## src/hw/fsh_pkg.sv

```systemverilog
// Constants for the host controller of a stacked two-die parallel flash.
// Assumes a 200 MHz clock and a classic Wishbone slave with 32-bit data.
package fsh_pkg;
	// Register byte offsets
	localparam logic [7:0] REG_CTRL  = 8'h00;
	localparam logic [7:0] REG_ADDR  = 8'h04;
	localparam logic [7:0] REG_WDATA = 8'h08;
	localparam logic [7:0] REG_CMD   = 8'h0C;
	localparam logic [7:0] REG_RDATA = 8'h10;
	localparam logic [7:0] REG_STAT  = 8'h14;
	// CTRL fields and reset value
	localparam int CTRL_X8   = 0;
	localparam int CTRL_PEEN = 1;
	localparam int CTRL_RUN  = 2;
	localparam logic [2:0] CTRL_RESET = 3'h0;
	// STAT fields
	localparam int ST_BUSY  = 0;
	localparam int ST_DONE  = 1;
	localparam int ST_ERR   = 2;
	localparam int ST_STS   = 3;
	localparam int ST_PULSE = 4;
	localparam int ST_REFUS = 5;
	// Operation codes written to CMD
	localparam logic [2:0] OP_READ  = 3'h0;
	localparam logic [2:0] OP_WRITE = 3'h1;
	localparam logic [2:0] OP_PROG  = 3'h2;
	localparam logic [2:0] OP_POLL  = 3'h3;
	localparam logic [2:0] OP_COUNT = 3'h4;
	// Buffer limits and flash status layout
	localparam logic [15:0] BUF_MAX   = 16'h0010;
	localparam int          READY_BIT = 7;
	localparam logic [15:0] ERR_MASK  = 16'h003A;
	// Bus timing
	localparam int CLK_MHZ    = 200;
	localparam int T_SETUP_NS = 10;
	localparam int T_PULSE_NS = 110;
	localparam int T_HOLD_NS  = 20;
	localparam int SYNC_CYC   = 2;
	localparam int SETUP_CYC  = (T_SETUP_NS * CLK_MHZ + 999) / 1000;
	localparam int PULSE_CYC  = (T_PULSE_NS * CLK_MHZ + 999) / 1000 + SYNC_CYC;
	localparam int HOLD_CYC   = (T_HOLD_NS * CLK_MHZ + 999) / 1000;
	localparam logic [5:0] SETUP_N = 6'(SETUP_CYC);
	localparam logic [5:0] PULSE_N = 6'(PULSE_CYC);
	localparam logic [5:0] HOLD_N  = 6'(HOLD_CYC);
	typedef enum logic [1:0] {BC_IDLE, BC_SETUP, BC_PULSE, BC_HOLD} fsh_bc_e;
	typedef enum logic [1:0] {CT_IDLE, CT_WAIT, CT_CHECK} fsh_ct_e;
endpackage : fsh_pkg

```

## src/hw/fsh_ctrl.sv

```systemverilog
// Host controller driving a stacked two-die parallel flash from Wishbone.
// Assumes a classic Wishbone master and flash pins wired directly outside.
module fsh_ctrl (
	input  wire logic        clk_i,        // System clock
	input  wire logic        rst_i,        // Synchronous reset
	input  wire logic        wb_cyc_i,     // Bus cycle
	input  wire logic        wb_stb_i,     // Strobe
	input  wire logic        wb_we_i,      // Write
	input  wire logic [7:0]  wb_adr_i,     // Byte address
	input  wire logic [3:0]  wb_sel_i,     // Byte lanes
	input  wire logic [31:0] wb_dat_i,     // Write data
	output logic [31:0]      wb_dat_o,     // Read data
	output logic             wb_ack_o,     // Acknowledge
	output logic [23:0]      addr_o,       // Flash address pins
	output logic [15:0]      dq_o,         // Flash data out
	output logic             dq_oe_o,      // Flash data drive enable
	input  wire logic [15:0] dq_i,         // Flash data in
	output logic             ce_n_o,       // Chip enable, low active
	output logic             oe_n_o,       // Output enable, low active
	output logic             we_n_o,       // Write strobe, low active
	output logic             width_sel_o,  // High for 16-bit bus
	output logic             program_erase_enable_o, // Modify enable
	output logic             reset_powerdown_n_o,    // Flash reset, low
	input  wire logic        status_ready_busy_out_i // Open-drain status
);
	// Merge written byte lanes into an old register value
	function automatic logic [31:0] merge(input logic [31:0] old,
		input logic [31:0] din, input logic [3:0] sel);
		logic [31:0] r;
		r = old;
		for (int i = 0; i < 4; i++)
			if (sel[i])
				r[i*8 +: 8] = din[i*8 +: 8];
		return r;
	endfunction : merge

	logic [2:0]  ctrl, next_ctrl;
	logic [23:0] addr, next_addr;
	logic [15:0] wdata, next_wdata;
	logic [2:0]  op, next_op;
	logic [15:0] rdata, next_rdata;
	logic        done, next_done;
	logic        err, next_err;
	logic        pulse, next_pulse;
	logic        refus, next_refus;
	fsh_pkg::fsh_ct_e state, next_state;
	logic        start, next_start;
	logic        next_ack;
	logic [31:0] next_dat;
	logic        sts_s1, sts_s2, sts_s3;
	logic        bc_busy, bc_done;
	logic [15:0] bc_rdata;
	logic        wr_hit, bc_wr;
	logic [23:0] pin_addr;
	logic [15:0] bc_wdata;

	// Status pin synchroniser; third stage only feeds edge detection
	always_ff @(posedge clk_i) begin
		sts_s1 <= status_ready_busy_out_i;
		sts_s2 <= sts_s1;
		sts_s3 <= sts_s2;
	end

	// In 16-bit mode the word index moves up one bit and A0 stays low
	assign pin_addr = ctrl[fsh_pkg::CTRL_X8] ? addr : {addr[22:0], 1'b0};
	assign bc_wr    = op != fsh_pkg::OP_READ && op != fsh_pkg::OP_POLL;
	// Count word carries length minus one; range was checked at start
	assign bc_wdata = op == fsh_pkg::OP_COUNT ? wdata - 16'h0001 : wdata;
	assign wr_hit   = wb_cyc_i && wb_stb_i && wb_we_i && wb_ack_o;

	// Register file, operation sequencer and sticky flags
	always_comb begin
		next_ctrl  = ctrl;
		next_addr  = addr;
		next_wdata = wdata;
		next_op    = op;
		next_rdata = rdata;
		next_done  = done;
		next_err   = err;
		next_pulse = pulse;
		next_refus = refus;
		next_state = state;
		next_start = 1'b0;
		// Writes land on the edge where the master sees ack
		if (wr_hit) begin
			case (wb_adr_i)
				fsh_pkg::REG_CTRL:
					next_ctrl = 3'(merge(32'(ctrl), wb_dat_i, wb_sel_i));
				fsh_pkg::REG_ADDR:
					next_addr = 24'(merge(32'(addr), wb_dat_i, wb_sel_i));
				fsh_pkg::REG_WDATA:
					next_wdata = 16'(merge(32'(wdata), wb_dat_i, wb_sel_i));
				fsh_pkg::REG_STAT: if (wb_sel_i[0]) begin
					if (wb_dat_i[fsh_pkg::ST_DONE])  next_done  = 1'b0;
					if (wb_dat_i[fsh_pkg::ST_ERR])   next_err   = 1'b0;
					if (wb_dat_i[fsh_pkg::ST_PULSE]) next_pulse = 1'b0;
					if (wb_dat_i[fsh_pkg::ST_REFUS]) next_refus = 1'b0;
				end
				default: ;
			endcase
		end
		// Falling edge of the status pin is a start-of-operation pulse
		if (!sts_s2 && sts_s3)
			next_pulse = 1'b1;
		case (state)
			fsh_pkg::CT_IDLE: begin
				if (wr_hit && wb_adr_i == fsh_pkg::REG_CMD && wb_sel_i[0]) begin
					next_op = wb_dat_i[2:0];
					// Program operations need the enable pin; every operation needs a running part
					if (!ctrl[fsh_pkg::CTRL_RUN] || wb_dat_i[2:0] > fsh_pkg::OP_COUNT
						|| (wb_dat_i[2:0] == fsh_pkg::OP_PROG
						&& !ctrl[fsh_pkg::CTRL_PEEN])) begin
						next_refus = 1'b1;
					end else if (wb_dat_i[2:0] == fsh_pkg::OP_COUNT
						&& (wdata == 16'h0000 || wdata > fsh_pkg::BUF_MAX)) begin
						next_refus = 1'b1;
					end else begin
						next_start = 1'b1;
						next_state = fsh_pkg::CT_WAIT;
					end
				end
			end
			fsh_pkg::CT_WAIT: begin
				if (bc_done) begin
					next_rdata = bc_rdata;
					next_state = fsh_pkg::CT_IDLE;
					if (op == fsh_pkg::OP_POLL)
						next_state = fsh_pkg::CT_CHECK;
					else
						next_done = 1'b1;
				end
			end
			fsh_pkg::CT_CHECK: begin
				// Poll until the ready bit shows, then report errors
				if (rdata[fsh_pkg::READY_BIT]) begin
					next_done  = 1'b1;
					next_state = fsh_pkg::CT_IDLE;
					if ((rdata & fsh_pkg::ERR_MASK) != 16'h0000)
						next_err = 1'b1;
				end else begin
					next_start = 1'b1;
					next_state = fsh_pkg::CT_WAIT;
				end
			end
			default: next_state = fsh_pkg::CT_IDLE;
		endcase
		// Bus answer: one ack per request, data chosen by address
		next_ack = wb_cyc_i && wb_stb_i && !wb_ack_o;
		case (wb_adr_i)
			fsh_pkg::REG_CTRL:  next_dat = 32'(ctrl);
			fsh_pkg::REG_ADDR:  next_dat = 32'(addr);
			fsh_pkg::REG_WDATA: next_dat = 32'(wdata);
			fsh_pkg::REG_CMD:   next_dat = 32'(op);
			fsh_pkg::REG_RDATA: next_dat = 32'(rdata);
			fsh_pkg::REG_STAT:
				next_dat = 32'({refus, pulse, sts_s2, err, done,
					state != fsh_pkg::CT_IDLE});
			default: next_dat = 32'h00000000;
		endcase
	end

	// Registers; ready/busy reads as 1 when the pin floats high
	always_ff @(posedge clk_i) begin
		if (rst_i) begin
			ctrl     <= fsh_pkg::CTRL_RESET;
			addr     <= 24'h000000;
			wdata    <= 16'h0000;
			op       <= fsh_pkg::OP_READ;
			rdata    <= 16'h0000;
			done     <= 1'b0;
			err      <= 1'b0;
			pulse    <= 1'b0;
			refus    <= 1'b0;
			state    <= fsh_pkg::CT_IDLE;
			start    <= 1'b0;
			wb_ack_o <= 1'b0;
			wb_dat_o <= 32'h00000000;
			width_sel_o            <= 1'b1;
			program_erase_enable_o <= 1'b0;
			reset_powerdown_n_o    <= 1'b0;
		end else begin
			ctrl     <= next_ctrl;
			addr     <= next_addr;
			wdata    <= next_wdata;
			op       <= next_op;
			rdata    <= next_rdata;
			done     <= next_done;
			err      <= next_err;
			pulse    <= next_pulse;
			refus    <= next_refus;
			state    <= next_state;
			start    <= next_start;
			wb_ack_o <= next_ack;
			wb_dat_o <= next_dat;
			width_sel_o            <= !next_ctrl[fsh_pkg::CTRL_X8];
			program_erase_enable_o <= next_ctrl[fsh_pkg::CTRL_PEEN];
			reset_powerdown_n_o    <= next_ctrl[fsh_pkg::CTRL_RUN];
		end
	end

	// Single strobe engine; one chip enable covers both dies
	fsh_bus_cycle u_cycle (
		.clk_i   (clk_i),
		.rst_i   (rst_i),
		.start_i (start),
		.wr_i    (bc_wr),
		.addr_i  (pin_addr),
		.wdata_i (bc_wdata),
		.busy_o  (bc_busy),
		.done_o  (bc_done),
		.rdata_o (bc_rdata),
		.addr_o  (addr_o),
		.dq_o    (dq_o),
		.dq_oe_o (dq_oe_o),
		.dq_i    (dq_i),
		.ce_n_o  (ce_n_o),
		.oe_n_o  (oe_n_o),
		.we_n_o  (we_n_o)
	);
endmodule : fsh_ctrl

```

## src/hw/fsh_bus_cycle.sv

```systemverilog
// One asynchronous flash bus cycle: setup, strobe pulse, hold.
// Assumes the data pins come from another domain; they are synchronised here.
module fsh_bus_cycle (
	input  wire logic        clk_i,     // System clock
	input  wire logic        rst_i,     // Synchronous reset
	input  wire logic        start_i,   // Begin a cycle
	input  wire logic        wr_i,      // 1 write, 0 read
	input  wire logic [23:0] addr_i,    // Pin address
	input  wire logic [15:0] wdata_i,   // Write data
	output logic             busy_o,    // Cycle in progress
	output logic             done_o,    // One-cycle end pulse
	output logic [15:0]      rdata_o,   // Captured read data
	output logic [23:0]      addr_o,    // Address pins
	output logic [15:0]      dq_o,      // Data pins out
	output logic             dq_oe_o,   // Data pin drive enable
	input  wire logic [15:0] dq_i,      // Data pins in
	output logic             ce_n_o,    // Chip enable, low active
	output logic             oe_n_o,    // Output enable, low active
	output logic             we_n_o     // Write strobe, low active
);
	fsh_pkg::fsh_bc_e state, next_state;
	logic [5:0]  cnt, next_cnt;
	logic        wr, next_wr;
	logic [15:0] dq_s1, dq_s2;

	// Two-stage synchroniser on the data pins
	always_ff @(posedge clk_i) begin
		dq_s1 <= dq_i;
		dq_s2 <= dq_s1;
	end

	// Next-state logic for the strobe sequence
	always_comb begin
		next_state = state;
		next_cnt   = cnt;
		next_wr    = wr;
		case (state)
			fsh_pkg::BC_IDLE: begin
				if (start_i) begin
					next_state = fsh_pkg::BC_SETUP;
					next_cnt   = fsh_pkg::SETUP_N;
					next_wr    = wr_i;
				end
			end
			fsh_pkg::BC_SETUP: begin
				next_cnt = cnt - 6'h01;
				if (cnt == 6'h01) begin
					next_state = fsh_pkg::BC_PULSE;
					next_cnt   = fsh_pkg::PULSE_N;
				end
			end
			fsh_pkg::BC_PULSE: begin
				next_cnt = cnt - 6'h01;
				if (cnt == 6'h01) begin
					next_state = fsh_pkg::BC_HOLD;
					next_cnt   = fsh_pkg::HOLD_N;
				end
			end
			fsh_pkg::BC_HOLD: begin
				next_cnt = cnt - 6'h01;
				if (cnt == 6'h01)
					next_state = fsh_pkg::BC_IDLE;
			end
			default: next_state = fsh_pkg::BC_IDLE;
		endcase
	end

	// Pins are registered so they never glitch between states
	always_ff @(posedge clk_i) begin
		if (rst_i) begin
			state   <= fsh_pkg::BC_IDLE;
			cnt     <= 6'h00;
			wr      <= 1'b0;
			busy_o  <= 1'b0;
			done_o  <= 1'b0;
			rdata_o <= 16'h0000;
			addr_o  <= 24'h000000;
			dq_o    <= 16'h0000;
			dq_oe_o <= 1'b0;
			ce_n_o  <= 1'b1;
			oe_n_o  <= 1'b1;
			we_n_o  <= 1'b1;
		end else begin
			state   <= next_state;
			cnt     <= next_cnt;
			wr      <= next_wr;
			busy_o  <= next_state != fsh_pkg::BC_IDLE;
			done_o  <= state == fsh_pkg::BC_HOLD && cnt == 6'h01;
			if (state == fsh_pkg::BC_IDLE && start_i) begin
				addr_o <= addr_i;
				dq_o   <= wdata_i;
			end
			// Data stays driven through hold so the latch edge sees it
			dq_oe_o <= next_wr && next_state != fsh_pkg::BC_IDLE;
			ce_n_o  <= next_state == fsh_pkg::BC_IDLE;
			oe_n_o  <= !(next_state == fsh_pkg::BC_PULSE && !next_wr);
			we_n_o  <= !(next_state == fsh_pkg::BC_PULSE && next_wr);
			// Sample late in the pulse, after synchroniser delay
			if (state == fsh_pkg::BC_PULSE && cnt == 6'h01 && !wr)
				rdata_o <= dq_s2;
		end
	end
endmodule : fsh_bus_cycle

```

## config.mk

```make
export PLATFORM = sky130hd
export DESIGN_NAME = fsh_ctrl
export DESIGN_NICKNAME = d
export VERILOG_FILES = /design/src/hw/fsh_pkg.sv /design/src/hw/fsh_ctrl.sv /design/src/hw/fsh_bus_cycle.sv
export SDC_FILE = /design/constraint.sdc
export NUM_CORES = 1
export LEC_CHECK = 0
export ABC_AREA = 1
export BUFFER_PORTS_ARGS = -buffer_cell sky130_fd_sc_hd__buf_2
export CAP_MARGIN = 20
export CORE_MARGIN = 2
export CORE_UTILIZATION = 35
export DETAILED_ROUTE_END_ITERATION = 10
export GPL_TIMING_DRIVEN = 1
export PLACE_DENSITY = 0.56
export SETUP_SLACK_MARGIN = 0.1
export SYNTH_ARGS = -nofsm -noshare
export SYNTH_HDL_FRONTEND = slang
export SYNTH_HIERARCHICAL = 1
export SYNTH_SLANG_ARGS = --single-unit
```

## constraint.sdc

```tcl
create_clock -name clk_i -period 2.4 [get_ports clk_i]
set_input_delay 0.36 -clock clk_i [delete_from_list [all_inputs] [get_ports clk_i]]
set_output_delay 0.36 -clock clk_i [all_outputs]
set_load 0.1 [all_outputs]
```

==> impl_metrics.prom, run 1 <==
# TYPE chip_impl_metric gauge
chip_impl_info{name="status",value="complete, no violations"} 1
chip_impl_metric{name="dp_hpwl",unit="µm"} 15100
chip_impl_metric{name="antenna_found_initial",unit=""} 0
chip_impl_info{name="worstSetupStartpointType",value="flip-flop"} 1
chip_impl_metric{name="cts-buffers-inserted",unit=""} 17
chip_impl_info{name="library_cell_appearing_most_often_on_the_critical_path",value="sky130_fd_sc_hd__nand2_1"} 1
chip_impl_metric{name="setup_violations",unit=""} 0
chip_impl_metric{name="final_antenna_net_count",unit=""} 0
chip_impl_metric{name="fin_crit_sh",unit="%"} 77.0
chip_impl_metric{name="dieArea",unit="µm²"} 24600
chip_impl_metric{name="number_of_buffers_added_for_setup_after_cts",unit=""} 0
chip_impl_info{name="most-common-layout-cells",value="sky130_fd_sc_hd__dfxtp_1 (200), sky130_fd_sc_hd__nor2_1 (171), sky130_fd_sc_hd__nand2_1 (132)"} 1
chip_impl_metric{name="clkTransAtPathRegs",unit="ns"} 0.08
chip_impl_metric{name="critPathRequiredTime",unit="ns"} 2.74
chip_impl_metric{name="via_density_per_instance",unit=""} 4.58
chip_impl_metric{name="total_leakage_power",unit="nW"} 4.13
chip_impl_metric{name="final_layout_size_suffix_gt1_share",unit="%"} 21.4
chip_impl_metric{name="post_drt_wl_per_cell",unit="µm"} 13.7
chip_impl_metric{name="totalNegativeSetupSlack",unit="ns"} 0
chip_impl_metric{name="power-per-cell-area",unit="nW/µm²"} 652
chip_impl_metric{name="multi_input_comb_area",unit="µm²"} 3540
chip_impl_metric{name="initial_utilization",unit="%"} 35.9
chip_impl_info{name="crit_chain",value="nor2_2 -> nand2_2 -> nor3_2 -> inv_1 -> nor3_1 -> nand2_1 -> nand2_1 -> nand2_1 -> o21ai_0 -> nor2_1"} 1
chip_impl_metric{name="synthesis.area_per_instance",unit="µm²"} 8.03
chip_impl_metric{name="yosys_synthesis_warning_count",unit=""} 6
chip_impl_metric{name="io_buffer_count",unit=""} 128
chip_impl_metric{name="drv.max_cap_violation_count",unit=""} 0
chip_impl_metric{name="grt_remaining_overflow",unit=""} 0
chip_impl_metric{name="fp.coreArea",unit="µm²"} 22800
chip_impl_metric{name="grt_pass1_wl",unit="µm"} 32300
chip_impl_metric{name="max-vdd-ir-drop",unit="µV"} 377
chip_impl_metric{name="critical_path.max_fanout",unit=""} 8
chip_impl_info{name="setup.worst_path.end_class",value="flip-flop"} 1
chip_impl_metric{name="wirelength",unit="µm"} 20200
chip_impl_metric{name="via_count_of_the_first_global_routing_pass",unit=""} 6208
chip_impl_metric{name="arrival",unit="ns"} 2.19
chip_impl_metric{name="hold_slack",unit="ns"} 0.0164
chip_impl_metric{name="placementRows",unit=""} 55
chip_impl_metric{name="final_skew",unit="ns"} 0.0120
chip_impl_metric{name="tightestPinTransition",unit="ns"} 0.684
chip_impl_metric{name="mappedNetlistArea",unit="µm²"} 8170
chip_impl_metric{name="syn_to_final_growth",unit="%"} 18.3
chip_impl_metric{name="initialDrtViolationCount",unit=""} 546
chip_impl_metric{name="ff_latch_area",unit="µm²"} 4000
chip_impl_metric{name="area_after_detailed_placement",unit="µm²"} 9020
chip_impl_metric{name="drc",unit=""} 0
chip_impl_metric{name="die-width",unit="µm"} 157
chip_impl_metric{name="num_io_pins",unit=""} 146
chip_impl_metric{name="slew_violations",unit=""} 0
chip_impl_metric{name="worst_path_largest_cell_delay",unit="ns"} 0.33
chip_impl_metric{name="synthCells",unit=""} 1018
chip_impl_info{name="mostFrequentLayoutCell",value="sky130_fd_sc_hd__dfxtp_1"} 1
chip_impl_metric{name="clkSinkCount",unit=""} 200
chip_impl_metric{name="insertion_delay",unit="ns"} 0.44
chip_impl_metric{name="final_design_area_no_fill",unit="µm²"} 9670
chip_impl_metric{name="h-tree-depth",unit=""} 4
chip_impl_metric{name="num-nets-final",unit=""} 1219
chip_impl_metric{name="die_h",unit="µm"} 157
chip_impl_metric{name="dp_slack",unit="ns"} 0.453
chip_impl_metric{name="routabilityCongestion",unit=""} 0.905
chip_impl_metric{name="timing.slew.headroom",unit="%"} 54.4
chip_impl_metric{name="pin_count_of_the_biggest_net_entering_global_routing",unit=""} 63
chip_impl_metric{name="n_fill_cell",unit=""} 2391
chip_impl_metric{name="min_period",unit="ns"} 1.85
chip_impl_metric{name="post-route-worst-setup-slack",unit="ns"} 0.553
chip_impl_info{name="max_stage_delay_cell_worst_path",value="sky130_fd_sc_hd__dfxtp_1"} 1
chip_impl_metric{name="timing_hold_violations_final",unit=""} 0
chip_impl_metric{name="routed-via-count",unit=""} 6736
chip_impl_info{name="cts_tree",value="yes"} 1
chip_impl_metric{name="antennaDiodeCount",unit=""} 0
chip_impl_metric{name="drt_first_pass_iters",unit=""} 6
chip_impl_metric{name="max-clock-path-buffers",unit=""} 2
chip_impl_info{name="path_class",value="reg -> reg"} 1
chip_impl_info{name="clockRootBuffer",value="sky130_fd_sc_hd__clkbuf_16"} 1
chip_impl_metric{name="grt_util_all_layers",unit="%"} 16.9
chip_impl_info{name="hold_class",value="in -> reg"} 1
chip_impl_info{name="unrepaired_setup_endpoints_after_global_routing",value="false"} 1
chip_impl_metric{name="fmaxAchievable",unit="MHz"} 541
[worst max-delay path: cells and delay by family, from the launching register on]
kind | cells | cell delay [ns]
AOI/OAI and AO/OA | 1 | 0.20
buffers and inverters | 1 | 0.12
DFF | 1 | 0.33
and+or+nand+nor | 8 | 1.09
[power by group]
group | switching [W] | internal [W] | total (W)
sequential | 0.00000990 | 0.00335 | 0.00336
clock | 0.00134 | 0.00136 | 0.00269
combinational | 0.000176 | 0.0000746 | 0.000250
total | 0.00152 | 0.00478 | 0.00630
[per-layer routing]
| metal | GRT usage [%] | vias to the layer above | part of all wire, % | routed length, µm |
|---|---|---|---|---|
| met3 | 3.79 | 14 | 4.9 | 986 |
| met2 | 26.7 | 168 | 45 | 9170 |
| li1 | - | 3551 | - | - |
| met1 | 22.9 | 3003 | 49 | 9800 |
| met5 | 0 | - | 0 | 0 |
| met4 | 5.11 | 0 | 0.99 | 200 |
[final cells by class]
cell class              count  share of cell area [%]
multi-input cells         680                    36.6
well taps                 313                    4.05
flip-flops and latches    200                    41.4
inverters                  97                    3.79
clock inverters            13                    1.15
clock buffers              19                    4.48
repair buffers            149                    8.52
[metrics by stage]
step                util [%]  cells  total power [W]
floorplan                  -   1025          0.00359
global placement        39.6   1429          0.00367
detailed placement      39.6   1429          0.00368
CTS                     42.0   1462          0.00636
global route            42.4   1471          0.00653
finish                  42.4   1471          0.00630
[state kept, by name (all words and copies together), names as in the netlist, 2 cells and up]
signal	cells
u_cycle/dq_s2	16
rdata	16
addr	24
ctrl	2
u_cycle/dq_o	16
u_cycle/addr_o	24
u_cycle/dq_s1	16
wb_dat_o	24
u_cycle/state	2
op	3
u_cycle/rdata_o	16
wdata	16
state	2
u_cycle/cnt	6
[worst paths after layout]
path	start	to	slack (ns)	cells past startpoint
max	op[0]	u_cycle/dq_o[11]	0.55	10
min	dq_i[1]	u_cycle/dq_s1[1]	0.02	1
max reg2reg	op[0]	u_cycle/dq_o[11]	0.55	10
min reg2reg	u_cycle/dq_s1[14]	u_cycle/dq_s2[14]	0.33	0
[repair_timing]
action | 4_1_cts | 5_1_grt
hold buffers | 1 | 9
hold endpoints to repair | 1 | 9
gates resized for setup | 0 | 0
No activity file was read; power rests on OpenSTA's default activity.
==> run 2, diff against run 1 <==
- clock period: 2.4 -> 1.7 ns (I/O delays scaled with it)
==> impl_metrics.prom, run 2 (synthesis results as in run 1) <==
# TYPE chip_impl_metric gauge
chip_impl_metric{name="timing_hold_violations_final",unit=""} 0
chip_impl_info{name="max_stage_delay_cell_worst_path",value="sky130_fd_sc_hd__dfxtp_2"} 1
chip_impl_metric{name="dieArea",unit="µm²"} 24600
chip_impl_metric{name="via_density_per_instance",unit=""} 4.63
chip_impl_metric{name="tightestPinTransition",unit="ns"} 0.528
chip_impl_info{name="setup.worst_path.end_class",value="flip-flop"} 1
chip_impl_metric{name="critPathRequiredTime",unit="ns"} 2.07
chip_impl_metric{name="cts-buffers-inserted",unit=""} 17
chip_impl_info{name="critical_register_to_register_path_startpoint",value="op[0]"} 1
chip_impl_metric{name="clock_power_share",unit="%"} 43.7
chip_impl_metric{name="totalNegativeSetupSlack",unit="ns"} 0
chip_impl_metric{name="total_leakage_power",unit="nW"} 4.41
chip_impl_metric{name="slew_violations",unit=""} 0
chip_impl_metric{name="placementRows",unit=""} 55
chip_impl_metric{name="post_drt_wl_per_cell",unit="µm"} 13.8
chip_impl_metric{name="antennaDiodeCount",unit=""} 0
chip_impl_info{name="crit_chain",value="nor2_4 -> nand2_4 -> buf_6 -> nor4_4 -> nand3_1 -> nor2_1 -> xor2_1 -> o21ai_1 -> nor2_1"} 1
chip_impl_metric{name="drc",unit=""} 0
chip_impl_metric{name="num-nets-final",unit=""} 1259
chip_impl_metric{name="setup_violations",unit=""} 0
chip_impl_info{name="status",value="complete, no violations"} 1
chip_impl_metric{name="switching_power",unit="W"} 0.00215
chip_impl_metric{name="max-vdd-ir-drop",unit="µV"} 506
chip_impl_info{name="mostFrequentLayoutCell",value="sky130_fd_sc_hd__dfxtp_1"} 1
chip_impl_metric{name="pin_count_of_the_biggest_net_entering_global_routing",unit=""} 54
chip_impl_metric{name="fin_crit_sh",unit="%"} 92.3
chip_impl_metric{name="grt_util_all_layers",unit="%"} 17.1
chip_impl_metric{name="max-clock-path-buffers",unit=""} 2
chip_impl_metric{name="fp.coreArea",unit="µm²"} 22800
chip_impl_info{name="unrepaired_setup_endpoints_after_global_routing",value="true"} 1
chip_impl_info{name="cts_tree",value="yes"} 1
chip_impl_metric{name="h-tree-depth",unit=""} 4
chip_impl_metric{name="r2r_cells",unit=""} 9
chip_impl_info{name="path_class",value="reg -> reg"} 1
chip_impl_metric{name="internal_power",unit="W"} 0.00696
chip_impl_info{name="worstHoldStart",value="wb_dat_i[18]"} 1
chip_impl_metric{name="routabilityCongestion",unit=""} 0.872
chip_impl_metric{name="routed-via-count",unit=""} 6994
chip_impl_metric{name="clkTransAtPathRegs",unit="ns"} 0.07
chip_impl_metric{name="syn_to_final_growth",unit="%"} 25.6
chip_impl_info{name="critical_path.reg2reg.endpoint",value="u_cycle/dq_o[12]"} 1
chip_impl_metric{name="critical_path.max_fanout",unit=""} 3
chip_impl_metric{name="n_fill_cell",unit=""} 2339
chip_impl_metric{name="timing.slew.headroom",unit="%"} 65.0
chip_impl_metric{name="die_h",unit="µm"} 157
chip_impl_metric{name="power-per-cell-area",unit="nW/µm²"} 888
chip_impl_metric{name="regToRegSetupSlack",unit="ns"} 0.13
chip_impl_metric{name="worst_path_largest_cell_delay",unit="ns"} 0.33
chip_impl_metric{name="final_layout_size_suffix_gt1_share",unit="%"} 26.7
chip_impl_metric{name="number_of_buffers_and_inverters_on_the_critical_path",unit=""} 1
chip_impl_metric{name="initial_utilization",unit="%"} 35.9
chip_impl_metric{name="final_skew",unit="ns"} 0.00943
chip_impl_metric{name="wirelength",unit="µm"} 20900
chip_impl_info{name="holdPathEnd",value="addr[18]"} 1
chip_impl_info{name="most-common-layout-cells",value="sky130_fd_sc_hd__dfxtp_1 (192), sky130_fd_sc_hd__nor2_1 (164), sky130_fd_sc_hd__buf_2 (128)"} 1
chip_impl_metric{name="antenna_found_initial",unit=""} 0
chip_impl_metric{name="final_design_area_no_fill",unit="µm²"} 10300
chip_impl_metric{name="grt_remaining_overflow",unit=""} 0
chip_impl_metric{name="num_io_pins",unit=""} 146
chip_impl_metric{name="insertion_delay",unit="ns"} 0.43
chip_impl_info{name="hold_class",value="in -> reg"} 1
chip_impl_info{name="reg_top3",value="addr: 24 flops, u_cycle/addr_o: 24 flops, wb_dat_o: 24 flops"} 1
chip_impl_metric{name="via_count_of_the_first_global_routing_pass",unit=""} 6476
chip_impl_info{name="clockRootBuffer",value="sky130_fd_sc_hd__clkbuf_16"} 1
chip_impl_metric{name="final_antenna_net_count",unit=""} 0
chip_impl_info{name="cp_top_family",value="simple AND/OR/NAND/NOR gates"} 1
chip_impl_metric{name="p_sw_share",unit="%"} 23.6
chip_impl_metric{name="die-width",unit="µm"} 157
chip_impl_metric{name="initialDrtViolationCount",unit=""} 450
chip_impl_metric{name="seq_power_share",unit="%"} 52.0
chip_impl_metric{name="fmaxAchievable",unit="MHz"} 637
chip_impl_metric{name="clkSinkCount",unit=""} 200
chip_impl_metric{name="io_buffer_count",unit=""} 128
chip_impl_metric{name="drt_first_pass_iters",unit=""} 5
chip_impl_metric{name="final_core_util",unit="%"} 45.1
chip_impl_info{name="library_cell_appearing_most_often_on_the_critical_path",value="sky130_fd_sc_hd__nor2_1"} 1
chip_impl_metric{name="arrival",unit="ns"} 1.94
chip_impl_metric{name="grt_pass1_wl",unit="µm"} 32900
chip_impl_metric{name="share_comb_of_total_power",unit="%"} 4.2
chip_impl_metric{name="min_delay_path_depth",unit=""} 3
chip_impl_metric{name="dp_hpwl",unit="µm"} 15700
chip_impl_info{name="worstSetupStartpointType",value="flip-flop"} 1
chip_impl_metric{name="drv.max_cap_violation_count",unit=""} 0
chip_impl_metric{name="min_period",unit="ns"} 1.57
chip_impl_metric{name="area_after_detailed_placement",unit="µm²"} 9320
[run 2: cell count changes in the layout (fill, tap and decap cells not counted), sizes merged]
cell,change
buf,+33
clkinvlp,-5
clkinv,+3
dlygate4sd3,+7
bufinv,+1
inv,+1
[run 2: power groups by stage]
stage	clock [W]	combinational [W]	sequential, W
final	0.00399	0.000387	0.00474
after global routing	0.00430	0.000418	0.00474
after CTS	0.00409	0.000380	0.00474
after detailed placement	0	0.000350	0.00485
after global placement	0	0.000349	0.00485
after floorplan	0	0.000218	0.00485
[run 2: cell type report]
| class | instances | area, µm² | share of cell area [%] |
|---|---|---|---|
| well taps | 313 | 392 | 3.82 |
| clock buffers | 19 | 443 | 4.32 |
| repair buffers | 189 | 1240 | 12.0 |
| flip-flops and latches | 200 | 4020 | 39.1 |
| inverters | 97 | 372 | 3.62 |
| clock inverters | 13 | 133 | 1.29 |
| multi-input cells | 680 | 3670 | 35.8 |
[run 2: timing repair]
action	CTS	global route
endpoints found under the hold margin	17	0
buffers inserted	1	5
resized for setup	2	58
hold buffers	17	0
setup endpoints to repair	33	46
pin swaps	0	16
[run 2: through the flow]
step / hold WS (ns) / setup WS [ns] / total power, W / instances
CTS: 0.0485 / 0.0566 / 0.00921 / 1506
global placement: 0.313 / -0.0118 / 0.00520 / 1456
finish: 0.0675 / 0.131 / 0.00911 / 1511
floorplan: 0.283 / 0.121 / 0.00507 / 1025
detailed placement: 0.312 / -0.0108 / 0.00520 / 1456
global route: 0.0585 / -0.00433 / 0.00947 / 1511
[run 2: worst min-delay path, cell delays in order]
cell	delay (ns)
sky130_fd_sc_hd__buf_2	0.08
sky130_fd_sc_hd__nor3_1	0.04
sky130_fd_sc_hd__nor2_1	0.08
[run 2: metal layers]
| metal | track usage, % | share of wire (%) | vias to the layer above |
|---|---|---|---|
| li1 | - | - | 3635 |
| met1 | 22.6 | 48 | 3158 |
| met2 | 28.0 | 47 | 178 |
| met3 | 3.49 | 4.2 | 23 |
| met4 | 5.02 | 1.5 | 0 |
| met5 | 0 | 0 | - |
[run 2: how the worst max path moves through the flow]
stage	start	cells after the start	endpoint	slack, ns
finish	op[0]	9	u_cycle/dq_o[12]	0.13
detailed placement	wb_cyc_i	8	addr[18]	-0.01
floorplan	wb_ack_o	8	addr[4]	0.12
global route	wdata[0]	8	u_cycle/dq_o[15]	-0.004
CTS	wdata[1]	9	u_cycle/dq_o[12]	0.06
global placement	wb_cyc_i	8	addr[19]	-0.01
==> run 3, diff against run 2 <==
- BUFFER_PORTS_ARGS: -buffer_cell sky130_fd_sc_hd__buf_2 -> not set
- DONT_BUFFER_PORTS: not set -> 1
- PLACE_DENSITY: 0.56 -> 0.51
==> impl_metrics.prom, run 3 (synthesis results as in run 1) <==
# TYPE chip_impl_metric gauge
chip_impl_info{name="max_stage_delay_cell_worst_path",value="sky130_fd_sc_hd__dfxtp_2"} 1
chip_impl_metric{name="via_density_per_instance",unit=""} 4.63
chip_impl_metric{name="share_comb_of_total_power",unit="%"} 3.7
chip_impl_metric{name="antenna_found_initial",unit=""} 1
chip_impl_metric{name="num_io_pins",unit=""} 146
chip_impl_metric{name="max-vdd-ir-drop",unit="µV"} 682
chip_impl_metric{name="fin_crit_sh",unit="%"} 91.5
chip_impl_info{name="worstSetupStartpointType",value="flip-flop"} 1
chip_impl_metric{name="fmaxAchievable",unit="MHz"} 643
chip_impl_info{name="reg_top3",value="addr: 24 flops, u_cycle/addr_o: 24 flops, wb_dat_o: 24 flops"} 1
chip_impl_info{name="most-common-layout-cells",value="sky130_fd_sc_hd__dfxtp_1 (194), sky130_fd_sc_hd__nor2_1 (165), sky130_fd_sc_hd__nand2_1 (127)"} 1
chip_impl_metric{name="placementRows",unit=""} 55
chip_impl_metric{name="initial_utilization",unit="%"} 35.9
chip_impl_info{name="status",value="complete, no violations"} 1
chip_impl_metric{name="insertion_delay",unit="ns"} 0.44
chip_impl_info{name="crit_chain",value="nor2_4 -> nand2_4 -> nor3_4 -> nand4_1 -> nor3_2 -> xor2_1 -> o21ai_1 -> nor2_1"} 1
chip_impl_info{name="clockRootBuffer",value="sky130_fd_sc_hd__clkbuf_16"} 1
chip_impl_metric{name="final_layout_size_suffix_gt1_share",unit="%"} 21.6
chip_impl_metric{name="max-clock-path-buffers",unit=""} 2
chip_impl_metric{name="slew_violations",unit=""} 0
chip_impl_metric{name="drt_first_pass_iters",unit=""} 7
chip_impl_metric{name="internal_power",unit="W"} 0.00714
chip_impl_info{name="hold_class",value="in -> reg"} 1
chip_impl_metric{name="grt_remaining_overflow",unit=""} 0
chip_impl_metric{name="grt_util_all_layers",unit="%"} 17.7
chip_impl_metric{name="drv.max_cap_violation_count",unit=""} 0
chip_impl_metric{name="min_period",unit="ns"} 1.56
chip_impl_metric{name="grt_pass1_wl",unit="µm"} 33800
chip_impl_metric{name="power-per-cell-area",unit="nW/µm²"} 903
chip_impl_metric{name="final_antenna_net_count",unit=""} 0
chip_impl_metric{name="syn_to_final_growth",unit="%"} 26.0
chip_impl_metric{name="h-tree-depth",unit=""} 4
chip_impl_info{name="path_class",value="reg -> reg"} 1
chip_impl_metric{name="cts-buffers-inserted",unit=""} 17
chip_impl_metric{name="clkSinkCount",unit=""} 200
chip_impl_metric{name="num-nets-final",unit=""} 1216
chip_impl_metric{name="post_drt_wl_per_cell",unit="µm"} 14.4
chip_impl_metric{name="die-width",unit="µm"} 157
chip_impl_metric{name="switching_power",unit="W"} 0.00216
chip_impl_metric{name="final_core_util",unit="%"} 45.2
chip_impl_metric{name="worst_path_largest_cell_delay",unit="ns"} 0.34
chip_impl_metric{name="p_sw_share",unit="%"} 23.3
chip_impl_info{name="cts_tree",value="yes"} 1
chip_impl_metric{name="dp_hpwl",unit="µm"} 15400
chip_impl_metric{name="routed-via-count",unit=""} 6798
chip_impl_metric{name="seq_power_share",unit="%"} 51.0
chip_impl_metric{name="initialDrtViolationCount",unit=""} 365
chip_impl_metric{name="fp.coreArea",unit="µm²"} 22800
chip_impl_info{name="mostFrequentLayoutCell",value="sky130_fd_sc_hd__dfxtp_1"} 1
chip_impl_metric{name="final_skew",unit="ns"} 0.00880
chip_impl_info{name="unrepaired_setup_endpoints_after_global_routing",value="true"} 1
chip_impl_metric{name="arrival",unit="ns"} 1.94
chip_impl_info{name="setup.worst_path.end_class",value="flip-flop"} 1
chip_impl_metric{name="total_leakage_power",unit="nW"} 4.24
chip_impl_metric{name="dieArea",unit="µm²"} 24600
chip_impl_metric{name="via_count_of_the_first_global_routing_pass",unit=""} 6450
chip_impl_metric{name="critical_path.max_fanout",unit=""} 4
chip_impl_metric{name="clock_power_share",unit="%"} 45.4
chip_impl_metric{name="pin_count_of_the_biggest_net_entering_global_routing",unit=""} 53
chip_impl_metric{name="totalNegativeSetupSlack",unit="ns"} 0
chip_impl_metric{name="regToRegSetupSlack",unit="ns"} 0.14
chip_impl_metric{name="setup_violations",unit=""} 0
chip_impl_metric{name="timing_hold_violations_final",unit=""} 0
chip_impl_metric{name="drc",unit=""} 0
chip_impl_metric{name="die_h",unit="µm"} 157
chip_impl_metric{name="critPathRequiredTime",unit="ns"} 2.09
chip_impl_metric{name="io_buffer_count",unit=""} 0
chip_impl_metric{name="wirelength",unit="µm"} 21200
chip_impl_metric{name="clkTransAtPathRegs",unit="ns"} 0.08
chip_impl_metric{name="n_fill_cell",unit=""} 2306
chip_impl_metric{name="routabilityCongestion",unit=""} 0.862
==> run 3: cell types whose count changed in the layout (fill, tap and decap cells not counted), moves of 3 or more <==
cell                            previous run  this run
sky130_fd_sc_hd__clkinv_4                  3         6
sky130_fd_sc_hd__nand3_2                  12        16
sky130_fd_sc_hd__dlygate4sd3_1            17        39
sky130_fd_sc_hd__buf_2                   128         0
sky130_fd_sc_hd__inv_6                     5         2
sky130_fd_sc_hd__nor2_4                   15        12
sky130_fd_sc_hd__buf_4                    35       101
==> run 3: final timing paths <==
kind / cells after the start / end / start
min: 2 / op[0] / wb_dat_i[0]
max: 8 / u_cycle/dq_o[15] / op[1]
min reg2reg: 0 / u_cycle/dq_s2[15] / u_cycle/dq_s1[15]
max reg2reg: 8 / u_cycle/dq_o[15] / op[1]
==> run 3: worst max-delay path, delay by kind of cell, from the launching register on <==
kind            cells  cell delay (ns)
simple gates        6             0.93
xor+xnor            1             0.16
compound gates      1             0.08
flops               1             0.34
==> run 3: power groups by stage <==
| stage | clock (W) | sequential, W | combinational [W] |
|---|---|---|---|
| final | 0.00422 | 0.00474 | 0.000340 |
| after global routing | 0.00450 | 0.00474 | 0.000371 |
| after CTS | 0.00432 | 0.00474 | 0.000339 |
| after detailed placement | 0 | 0.00485 | 0.000241 |
| after global placement | 0 | 0.00485 | 0.000239 |
| after floorplan | 0 | 0.00485 | 0.000218 |
==> run 3: layer usage <==
metal | up-vias | share of wire (%) | wire, µm | track usage [%]
met4 | 0 | 2.8 | 602 | 7.69
met2 | 159 | 45 | 9600 | 27.9
met1 | 3064 | 47 | 9950 | 23.3
met3 | 35 | 4.9 | 1030 | 3.77
li1 | 3540 | - | - | -
met5 | - | 0 | 0 | 0
==> run 3: area by class of cell <==
type                       instances  area, µm²  area share (%)
antenna                            1       2.50          0.0243
clock buffer                      19        453            4.40
clock inverter                    13        160            1.56
inverter                          97        369            3.59
multi-input combinational        680       3630            35.3
sequential                       200       4010            39.0
tap                              313        392            3.80
timing repair buffer             146       1270            12.3
==> run 3: stage by stage <==
stage,cells,total power [W],hold WS (ns),instance area [µm²],setup slack [ns]
floorplan,1025,0.00507,0.283,8200,0.121
global placement,1392,0.00509,0.283,9130,0.0589
detailed placement,1392,0.00509,0.283,9130,0.0375
CTS,1466,0.00939,0.00189,10200,0.0931
global route,1469,0.00962,0.0111,10300,0.000273
finish,1469,0.00930,0.0103,10300,0.144
==> run 3: repair_timing <==
| action | CTS | global route |
|---|---|---|
| pin swaps | 8 | 10 |
| hold buffers | 40 | 0 |
| hold endpoints to repair | 75 | 0 |
| buffers inserted | 2 | 2 |
| endpoints found under the setup margin | 9 | 28 |
| resized for setup | 12 | 33 |
